===== config.mk =====
export PLATFORM = sky130hd
export DESIGN_NAME = sss_exec
export DESIGN_NICKNAME = d
export VERILOG_FILES = /design/src/shared/sss_pkg.sv /design/src/core/sss_exec.sv /design/src/core/sss_alu.sv
export SDC_FILE = /design/constraint.sdc
export NUM_CORES = 1
export LEC_CHECK = 0
export ABC_AREA = 1
export BUFFER_PORTS_ARGS = -buffer_cell sky130_fd_sc_hd__buf_4
export CELL_PAD_IN_SITES_DETAIL_PLACEMENT = 1
export CELL_PAD_IN_SITES_GLOBAL_PLACEMENT = 1
export CORE_MARGIN = 4
export CORE_UTILIZATION = 35
export CTS_BUF_LIST = sky130_fd_sc_hd__clkbuf_4 sky130_fd_sc_hd__clkbuf_8
export DETAILED_ROUTE_END_ITERATION = 8
export GPL_ROUTABILITY_DRIVEN = 0
export PLACE_DENSITY = 0.88
export RECOVER_POWER = 100
export SKIP_CTS_REPAIR_TIMING = 1
export SLEW_MARGIN = 20
export SYNTH_ARGS = -nofsm -noshare
export SYNTH_HDL_FRONTEND = slang
export SYNTH_SLANG_ARGS = --single-unit

===== constraint.sdc =====
create_clock -name clk -period 1.9 [get_ports clk]
set_input_delay 0.19 -clock clk [delete_from_list [all_inputs] [get_ports clk]]
set_output_delay 0.19 -clock clk [all_outputs]
set_load 0.03 [all_outputs]

===== src/shared/sss_pkg.sv =====
// Package with opcode patterns, field positions and reset values for the execution block
package sss_pkg;
  // ---------------------------------------------------------------
  // Instruction word layout
  // ---------------------------------------------------------------
  localparam int INSN_W = 12;
  localparam int DATA_W = 8;
  localparam int ADDR_W = 5;
  localparam int DEST_BIT = 5;
  localparam int OPC_HI = 11;
  localparam int OPC_LO = 6;
  localparam int NIB_W = 4;
  // ---------------------------------------------------------------
  // Opcode patterns
  // ---------------------------------------------------------------
  localparam logic [11:0] OP_LOW_POWER = 12'h003;
  localparam logic [5:0] OP_SUB_WORK = 6'h02;
  localparam logic [5:0] OP_NIB_EXCH = 6'h0E;
  // ---------------------------------------------------------------
  // Reset and forced values
  // ---------------------------------------------------------------
  localparam logic [7:0] DATA_ZERO = 8'h00;
  localparam logic [7:0] WDOG_CLEAR = 8'h00;
  localparam logic [7:0] PRESC_CLEAR = 8'h00;
  // Kind of instruction being executed
  typedef enum logic [1:0] {
    SSS_OP_NONE = 2'b00,
    SSS_OP_LOWP = 2'b01,
    SSS_OP_SUB = 2'b10,
    SSS_OP_SWAP = 2'b11
  } sss_op_e;
endpackage


===== src/core/sss_exec.sv =====
// Execution block for low-power entry, subtract and nibble exchange
`timescale 1ns/1ps
// ---------------------------------------------------------------
// Overview of operation
// - Low-power opcode halts oscillator in one cycle
// - Low-power pulses watchdog clear
// - Low-power sets time-out flag
// - Low-power clears power-down flag, keeps wakeup flag
// - Subtract computes file minus work register
// - Destination bit picks work or file
// - Subtract updates carry, digit carry, zero
// - Nibble exchange swaps upper and lower nibbles
// - Exchange result to destination, flags untouched
// ---------------------------------------------------------------
module sss_exec #(
  parameter int DATA_W = 8,
  parameter int INSN_W = 12,
  parameter int ADDR_W = 5
) (
  input wire logic clk,
  input wire logic rst,
  input wire logic ce,
  input wire logic insn_valid,
  input wire logic [INSN_W-1:0] insn,
  input wire logic [DATA_W-1:0] file_rdata,
  input wire logic wake_event,
  input wire logic pin_change_wakeup_flag,
  output logic [ADDR_W-1:0] file_addr,
  output logic file_we,
  output logic [DATA_W-1:0] file_wdata,
  output logic [DATA_W-1:0] work_reg,
  output logic carry_flag,
  output logic digit_carry_flag,
  output logic zero_flag,
  output logic timeout_flag,
  output logic powerdown_flag,
  output logic pin_change_wakeup_flag_out,
  output logic watchdog_clear,
  output logic osc_halt
);
  // ---------------------------------------------------------------
  // Decode
  // ---------------------------------------------------------------
  sss_pkg::sss_op_e op;
  logic dest_file;
  logic [DATA_W-1:0] diff;
  logic [DATA_W-1:0] swapped;
  logic alu_c;
  logic alu_dc;
  // Classify the word; the address field is used straight off the bus
  always_comb begin
    op = sss_pkg::SSS_OP_NONE;
    if (insn_valid && !osc_halt) begin
      if (insn == sss_pkg::OP_LOW_POWER) begin
        op = sss_pkg::SSS_OP_LOWP;
      end else if (insn[sss_pkg::OPC_HI:sss_pkg::OPC_LO] == sss_pkg::OP_SUB_WORK) begin
        op = sss_pkg::SSS_OP_SUB;
      end else if (insn[sss_pkg::OPC_HI:sss_pkg::OPC_LO] == sss_pkg::OP_NIB_EXCH) begin
        op = sss_pkg::SSS_OP_SWAP;
      end
    end
    dest_file = insn[sss_pkg::DEST_BIT];
  end

  sss_alu #(
    .DATA_W(DATA_W)
  ) u_alu (
    .file_val(file_rdata),
    .work_val(work_reg),
    .diff(diff),
    .carry(alu_c),
    .digit_carry(alu_dc),
    .swapped(swapped)
  );

  // ---------------------------------------------------------------
  // Architectural state
  // ---------------------------------------------------------------
  logic [DATA_W-1:0] work_nxt;
  logic c_nxt;
  logic dc_nxt;
  logic z_nxt;
  logic to_nxt;
  logic pd_nxt;
  logic halt_nxt;
  logic wdc_nxt;
  logic fwe_nxt;
  logic [DATA_W-1:0] fwd_nxt;
  logic [ADDR_W-1:0] fad_nxt;
  logic [DATA_W-1:0] result;

  // Next values; the write port is registered so the file sees it one cycle later
  always_comb begin
    work_nxt = work_reg;
    c_nxt = carry_flag;
    dc_nxt = digit_carry_flag;
    z_nxt = zero_flag;
    to_nxt = timeout_flag;
    pd_nxt = powerdown_flag;
    halt_nxt = osc_halt;
    wdc_nxt = 1'b0;
    fwe_nxt = 1'b0;
    fwd_nxt = file_wdata;
    fad_nxt = file_addr;
    result = (op == sss_pkg::SSS_OP_SUB) ? diff : swapped;
    // Wake only releases the halt; status bits stay for software to read
    if (osc_halt && wake_event) begin
      halt_nxt = 1'b0;
    end
    case (op)
      sss_pkg::SSS_OP_LOWP: begin
        halt_nxt = 1'b1;
        wdc_nxt = 1'b1;
        to_nxt = 1'b1;
        pd_nxt = 1'b0;
      end
      sss_pkg::SSS_OP_SUB, sss_pkg::SSS_OP_SWAP: begin
        if (dest_file) begin
          fwe_nxt = 1'b1;
          fwd_nxt = result;
          fad_nxt = insn[ADDR_W-1:0];
        end else begin
          work_nxt = result;
        end
        if (op == sss_pkg::SSS_OP_SUB) begin
          c_nxt = alu_c;
          dc_nxt = alu_dc;
          z_nxt = (diff == sss_pkg::DATA_ZERO);
        end
      end
      default: begin
      end
    endcase
  end

  // Registers only; ce low freezes everything but reset
  always_ff @(posedge clk) begin
    if (rst) begin
      work_reg <= sss_pkg::DATA_ZERO;
      carry_flag <= 1'b0;
      digit_carry_flag <= 1'b0;
      zero_flag <= 1'b0;
      timeout_flag <= 1'b1;
      powerdown_flag <= 1'b1;
      osc_halt <= 1'b0;
      watchdog_clear <= 1'b0;
      file_we <= 1'b0;
      file_wdata <= sss_pkg::DATA_ZERO;
      file_addr <= '0;
      pin_change_wakeup_flag_out <= 1'b0;
    end else if (ce) begin
      work_reg <= work_nxt;
      carry_flag <= c_nxt;
      digit_carry_flag <= dc_nxt;
      zero_flag <= z_nxt;
      timeout_flag <= to_nxt;
      powerdown_flag <= pd_nxt;
      osc_halt <= halt_nxt;
      watchdog_clear <= wdc_nxt;
      file_we <= fwe_nxt;
      file_wdata <= fwd_nxt;
      file_addr <= fad_nxt;
      pin_change_wakeup_flag_out <= pin_change_wakeup_flag;
    end
  end

  // ---------------------------------------------------------------
  // Checks
  // ---------------------------------------------------------------
  chk_lowp_halt: assert property (@(posedge clk) disable iff (rst)
    (ce && op == sss_pkg::SSS_OP_LOWP) |=> osc_halt && watchdog_clear)
    else $error("low-power did not halt and clear watchdog");
  chk_lowp_status: assert property (@(posedge clk) disable iff (rst)
    (ce && op == sss_pkg::SSS_OP_LOWP) |=> timeout_flag && !powerdown_flag)
    else $error("low-power status bits wrong");
  chk_wdc_cause: assert property (@(posedge clk) disable iff (rst)
    watchdog_clear |-> ($past(ce) && $past(op) == sss_pkg::SSS_OP_LOWP) ||
      (!$past(ce) && $past(watchdog_clear)))
    else $error("watchdog clear without low-power");
  chk_sub_work: assert property (@(posedge clk) disable iff (rst)
    (ce && op == sss_pkg::SSS_OP_SUB && !dest_file) |=> work_reg == $past(file_rdata) - $past(work_reg))
    else $error("subtract result wrong in work");
  chk_sub_carry: assert property (@(posedge clk) disable iff (rst)
    (ce && op == sss_pkg::SSS_OP_SUB) |=> carry_flag == ($past(file_rdata) >= $past(work_reg)))
    else $error("subtract carry wrong");
  chk_sub_zero: assert property (@(posedge clk) disable iff (rst)
    (ce && op == sss_pkg::SSS_OP_SUB) |=> zero_flag == ($past(file_rdata) == $past(work_reg)))
    else $error("subtract zero wrong");
  chk_swap_file: assert property (@(posedge clk) disable iff (rst)
    (ce && op == sss_pkg::SSS_OP_SWAP && dest_file) |=>
      file_we && file_wdata == {$past(file_rdata[3:0]), $past(file_rdata[7:4])})
    else $error("nibble exchange to file wrong");
  chk_swap_flags: assert property (@(posedge clk) disable iff (rst)
    (ce && op == sss_pkg::SSS_OP_SWAP) |=> $stable(carry_flag) && $stable(zero_flag) && $stable(digit_carry_flag))
    else $error("nibble exchange altered flags");
  chk_dest_addr: assert property (@(posedge clk) disable iff (rst)
    (ce && op == sss_pkg::SSS_OP_SUB && dest_file) |=> file_we && file_addr == $past(insn[ADDR_W-1:0]))
    else $error("file write address wrong");

  // Data path results, checked against the raw operands one cycle back
  localparam int NIB = sss_pkg::NIB_W;
  chk_sub_file: assert property (@(posedge clk) disable iff (rst)
    (ce && op == sss_pkg::SSS_OP_SUB && dest_file) |=>
      file_we && file_wdata == $past(file_rdata) - $past(work_reg))
    else $error("subtract result wrong in file");
  chk_sub_digit: assert property (@(posedge clk) disable iff (rst)
    (ce && op == sss_pkg::SSS_OP_SUB) |=>
      digit_carry_flag == ($past(file_rdata[NIB-1:0]) >= $past(work_reg[NIB-1:0])))
    else $error("subtract digit carry wrong");
  chk_swap_work: assert property (@(posedge clk) disable iff (rst)
    (ce && op == sss_pkg::SSS_OP_SWAP && !dest_file) |=>
      !file_we && work_reg == {$past(file_rdata[NIB-1:0]), $past(file_rdata[DATA_W-1:NIB])})
    else $error("nibble exchange to work wrong");

  // While halted nothing may execute; only a wake or reset releases the halt
  chk_halt_hold: assert property (@(posedge clk) disable iff (rst)
    (ce && osc_halt && !wake_event) |=> osc_halt && !file_we && $stable(work_reg))
    else $error("instruction ran while halted");
  chk_halt_wake: assert property (@(posedge clk) disable iff (rst)
    (ce && osc_halt && wake_event) |=> !osc_halt)
    else $error("wake did not release halt");
  chk_wdc_pulse: assert property (@(posedge clk) disable iff (rst)
    (ce && watchdog_clear) |=> !watchdog_clear)
    else $error("watchdog clear longer than one cycle");
  chk_wake_keep: assert property (@(posedge clk) disable iff (rst)
    (ce && op == sss_pkg::SSS_OP_LOWP) |=> pin_change_wakeup_flag_out == $past(pin_change_wakeup_flag))
    else $error("low-power altered wakeup flag");
endmodule


===== src/core/sss_alu.sv =====
// Arithmetic unit: subtract work from file and nibble exchange
`timescale 1ns/1ps
module sss_alu #(
  parameter int DATA_W = 8
) (
  input wire logic [DATA_W-1:0] file_val,
  input wire logic [DATA_W-1:0] work_val,
  output logic [DATA_W-1:0] diff,
  output logic carry,
  output logic digit_carry,
  output logic [DATA_W-1:0] swapped
);
  localparam int HALF = DATA_W / 2;
  logic [DATA_W:0] full_sum;
  logic [HALF:0] half_sum;
  // Two's complement: f + ~w + 1, carry out means no borrow
  always_comb begin
    full_sum = {1'b0, file_val} + {1'b0, ~work_val} + {{DATA_W{1'b0}}, 1'b1};
    half_sum = {1'b0, file_val[HALF-1:0]} + {1'b0, ~work_val[HALF-1:0]} + {{HALF{1'b0}}, 1'b1};
    diff = full_sum[DATA_W-1:0];
    carry = full_sum[DATA_W];
    digit_carry = half_sum[HALF];
    swapped = {file_val[HALF-1:0], file_val[DATA_W-1:HALF]};
  end
endmodule


### Yosys cells after proc, flatten, opt, wreduce, memory -nomap -nowiden

Cells that the tools add are included.

* register bits: 29
* input port bits: 26
* output and inout bits: 30
* word-level logic and storage cells: 45

* add/subtract/negate cells: 4
* equal/unequal tests: 6
* muxes and demuxes: 10
* bitwise gates (word level): 3
* reductions and logical operators: 11

Operators with widths (number)
* 12-bit by 2-bit equality test with 1-bit output (second input constant): 1
* 8-bit by 8-bit adder with 9-bit output: 1
* 9-bit by 1-bit adder with 9-bit output (second input constant): 1
* 3-bit AND reduction: 3
* 8-bit zero test: 1
* 2-bit two-way mux: 4
* 8-bit two-way mux: 1
* 8-bit NOT: 1
* 6-bit by 2-bit equality test with 1-bit output (second input constant): 1
* 6-bit by 4-bit equality test with 1-bit output (second input constant): 1
* 4-bit by 4-bit adder with 5-bit output: 1
* 5-bit by 1-bit adder with 5-bit output (second input constant): 1
* 1-bit two-way mux: 5
* 2-bit equality test (second input constant): 2
* 4-bit NOT: 1
* 2-bit AND reduction: 2
* 2-bit by 1-bit equality test with 1-bit output (second input constant): 1
* 1-bit logical AND: 2
* 2-bit nonzero test: 1
* 2-bit OR reduction: 1
* 1-bit zero test: 1
* 1-bit NOT: 1

### Logic depth before layout (Yosys ltp)

* depth after elaboration: 8
* gate-level depth with buffers: 14
* mapped depth without buffers: 14

### Modules after synthesis

A second synthesis with hierarchy kept.

* cells, all modules: 317
* area total of the unflattened synthesis: 1986.9 um2

By module, submodules not included
* sss_exec: instances 1, cells an instance 233, area an instance 1512.7 um2, seq. area each 580.6 um2
* sss_alu: instances 1, cells an instance 84, area an instance 474.2 um2, seq. area each 0.0 um2

### Worst setup path before layout

OpenSTA, ideal clock, no wires.

* path type: reg-to-reg
* from: reg work_reg[3]
* to: reg work_reg[6]
* library setup time: 0.109 ns
* data arrival time: 1.718 ns
* required time: 1.791 ns
* slack: 0.073 ns
* stages on the path, launching flop included: 12
* path buffers: 0
* period minus slack after synthesis: 1.827 ns
* cells stage by stage: dfxtp_1 > inv_1 > ha_1 > or2_2 > nand3_1 > nand2_1 > nand2_1 > nand2_1 > nand2_1 > nand3_1 > nand2_1 > inv_1

* longest elaborated chain between the ends: 4

Ends and longest elaborated chain
* from (decl): RTL line sss_exec.sv:31 `output logic [DATA_W-1:0] work_reg,`
* from (signal assigned): RTL line sss_exec.sv:139 `work_reg <= sss_pkg::DATA_ZERO;`
* from (signal assigned): RTL line sss_exec.sv:152 `work_reg <= work_nxt;`
* 8-bit NOT: RTL line sss_alu.sv:18 `full_sum = {1'b0, file_val} + {1'b0, ~work_val} + {{DATA_W{1'b0}}, 1'b1};`
* 8-bit by 8-bit adder with 9-bit output: RTL line sss_alu.sv:18
* 9-bit by 1-bit adder with 9-bit output: RTL line sss_alu.sv:18
* 8-bit two-way mux: RTL line sss_exec.sv:105 `result = (op == sss_pkg::SSS_OP_SUB) ? diff : swapped;`

Every way passes these cells.
A chain may end at the register's enable or synchronous reset.

### Final worst setup path

* from: reg work_reg[0]
* to: reg zero_flag

* longest elaborated chain between the ends: 4

Ends and longest elaborated chain
* 8-bit NOT: RTL line sss_alu.sv:18
* 8-bit by 8-bit adder with 9-bit output: RTL line sss_alu.sv:18
* 9-bit by 1-bit adder with 9-bit output: RTL line sss_alu.sv:18
* 8-bit zero test: RTL line sss_exec.sv:128 `z_nxt = (diff == sss_pkg::DATA_ZERO);`
* to (signal assigned): RTL line sss_exec.sv:155 `zero_flag <= z_nxt;`
* to (decl): RTL line sss_exec.sv:34 `output logic zero_flag,`

Every way passes these cells.

==> metrics.txt <==
CP arrival 1960 ps; cell chain of the critical path ha_2 > fa_2 > inv_1 > nand2_1 > nand2_2 > nand3_1 > nand2_1 > nand3_1 > nor2_1 > nand2_1 > a21oi_1; Cell Area, Synth 1678 sq um; Sum Neg Setup Slack 0 ps; synthesized instance count 260; Worst Max-Slew Pin Slew 536.0 ps; TritonRoute pass-1 iters 4; Rel. slew slack 0.6427; gr usage total 0.1847; Final Critical Period 1744 ps; grt ovf 0; Die X 77.24 um; Tcrit/Tclk final 0.9178; nets@finish 352; Antenna Nets Post-Route 0; Startpoint Class flip-flop; max incr delay on CP 350 ps; drt wl/cell 14.41 um; Placeable Area 4504 sq um; max_cap viols 0; fin. max-slew vios 0; Starting Density 0.3725; Worst path slowest cell fa_2; residual DRC count 0; Via Count 1818; root buf cell clkbuf_8; post-layout utilization of the core 0.4719; Seq/Total Area, Yosys 0.3460; synthesis-to-finish area growth 26.70%; CTS tree built; largest net degree at the start of global routing 20; Crit. End Element flip-flop; CTS max path bufs 2; Worst Path Buf+Inv 1; Hold Violations, Final 0; ANT cells 0; Die Y 77.24 um; initial antenna violation count 0; status finished, final reports clean; worst min-delay path class primary input to flip-flop; PortBufs 54; clock latency on the worst-skew pair 270 ps; Vias/cell 4.914; vias in the first global route 1866; H-tree Lvls 2; Setup violations, final 0; CTS Sinks 29; PD cells 645.4 nW/um^2; # rows 24; RSZ-0062 raised after global routing no; CP Max Fanout 3; Netlist cell types 26; layout cells sized above 1 0.1509; Peak VDD IR 0.2947 mV; number of DRC markers in iteration 0 61; CTS Buf Count 5; first-pass GRT wire length 8859 um; CP Class flip-flop to flip-flop; Layout Skew 7.666 ps; Leak 1.029 nW; dpl hpwl 4153 um; fillers 642; Syn Area/Cell 6.453 sq um; Post-Syn Nets 295; Clock transition at path regs 70 ps; Fmax achieved 573.4 MHz; Yosys warnings 0; CP top delay family simple AND/OR/NAND/NOR gates; Post-Route WL 5333 um; I/O pin cnt 56; Die Area 5965 sq um; cell mode on critical path nand2_1; Required @ worst endpoint 2110 ps; number of synthesized register bits 29
final cells by class:
type | instances | area [sq um] | share of cell area
sequential | 29 | 580.6 | 0.2731
tap | 52 | 65.06 | 0.03061
inverter | 37 | 138.9 | 0.06533
clock inverter | 1 | 5.005 | 0.002354
clock buffer | 7 | 96.34 | 0.04532
multi-input combinational | 188 | 934.6 | 0.4397
timing repair buffer | 56 | 305.3 | 0.1436
stage by stage:
step                      power [mW]  setup WS, ps  hold slack (ps)  instance area, sq um  cells
after CTS                      1.386         54.75            163.9                  2228    370
after global routing           1.441         11.03            179.6                  2126    370
after floorplan               0.7379         72.84            324.9                  1678    260
final                          1.372         156.1            167.8                  2126    370
after global placement        0.8131         138.0            421.6                  2127    362
after detailed placement      0.8206         55.74            451.9                  2127    362
power by group:
part	internal, mW	total, mW	switching [mW]	leakage (nW)
Clock	0.327	0.564	0.237	0.0542
Sequential	0.612	0.613	0.00192	0.234
Combinational	0.0800	0.195	0.115	0.740
Total	1.02	1.37	0.353	1.03
tightest hold or removal path, cell delays in order:
cell	delay, ps
buf_4	80
o21ai_1	60
nor2_1	80
cells by family after synthesis:
family | count (synthesis) | synth area share
compound gates | 38 | 0.1133
xor+xnor | 1 | 0.005221
fa+ha+maj | 9 | 0.07159
buf+inv | 43 | 0.1044
flops | 29 | 0.3460
other cells | 1 | 0.002235
simple gates | 139 | 0.3572
cells in the mapped netlist:
cell type,n,area share
buf_4,1,0.0045
nor2_1,48,0.11
a21oi_1,13,0.039
nor3_4,1,0.0097
buf_6,1,0.0067
or2_2,3,0.011
nor2_4,1,0.0067
nand3_1,19,0.057
inv_2,1,0.0022
dfxtp_1,29,0.35
o21ai_1,15,0.045
inv_1,36,0.081
conb_1,1,0.0022
nand2_1,58,0.13
ha_1,8,0.060
xnor2_1,1,0.0052
buf_2,2,0.0060
nor2_2,2,0.0075
buf_1,1,0.0022
nand3b_1,2,0.0089
fa_1,1,0.012
clkbuf_1,1,0.0022
nand3_2,1,0.0060
nand2_2,2,0.0075
o21ai_0,10,0.030
nor3_1,2,0.0060
worst paths after layout:
kind                                     start        endpoint  slack (ps)  cells after the start
worst min-delay path                   insn[2]    file_addr[2]         170                      3
worst min register to register  powerdown_flag  powerdown_flag         460                      2
worst max register to register     work_reg[0]       zero_flag         160                     11
worst max-delay path               work_reg[0]       zero_flag         160                     11
cell usage in the layout (no fill, tap or decap), types with 3 or more instances in the layout:
cell      instances
a21oi_1          13
buf_4            25
clkbuf_1         30
clkbuf_8          7
dfxtp_1          29
ha_1              4
ha_2              3
inv_1            36
nand2_1          58
nand3_1          19
nor2_1           50
o21ai_0          12
o21ai_1          13
or2_2             3
layer usage:
layer / share of wire / vias up / global-route usage
li1: - / 927 / -
met3: 0.048 / 8 / 0.03396
met4: 0.017 / 0 / 0.06228
met5: 0 / - / 0
met2: 0.47 / 51 / 0.3256
met1: 0.46 / 832 / 0.2236
(Power assumes the default switching activity.)
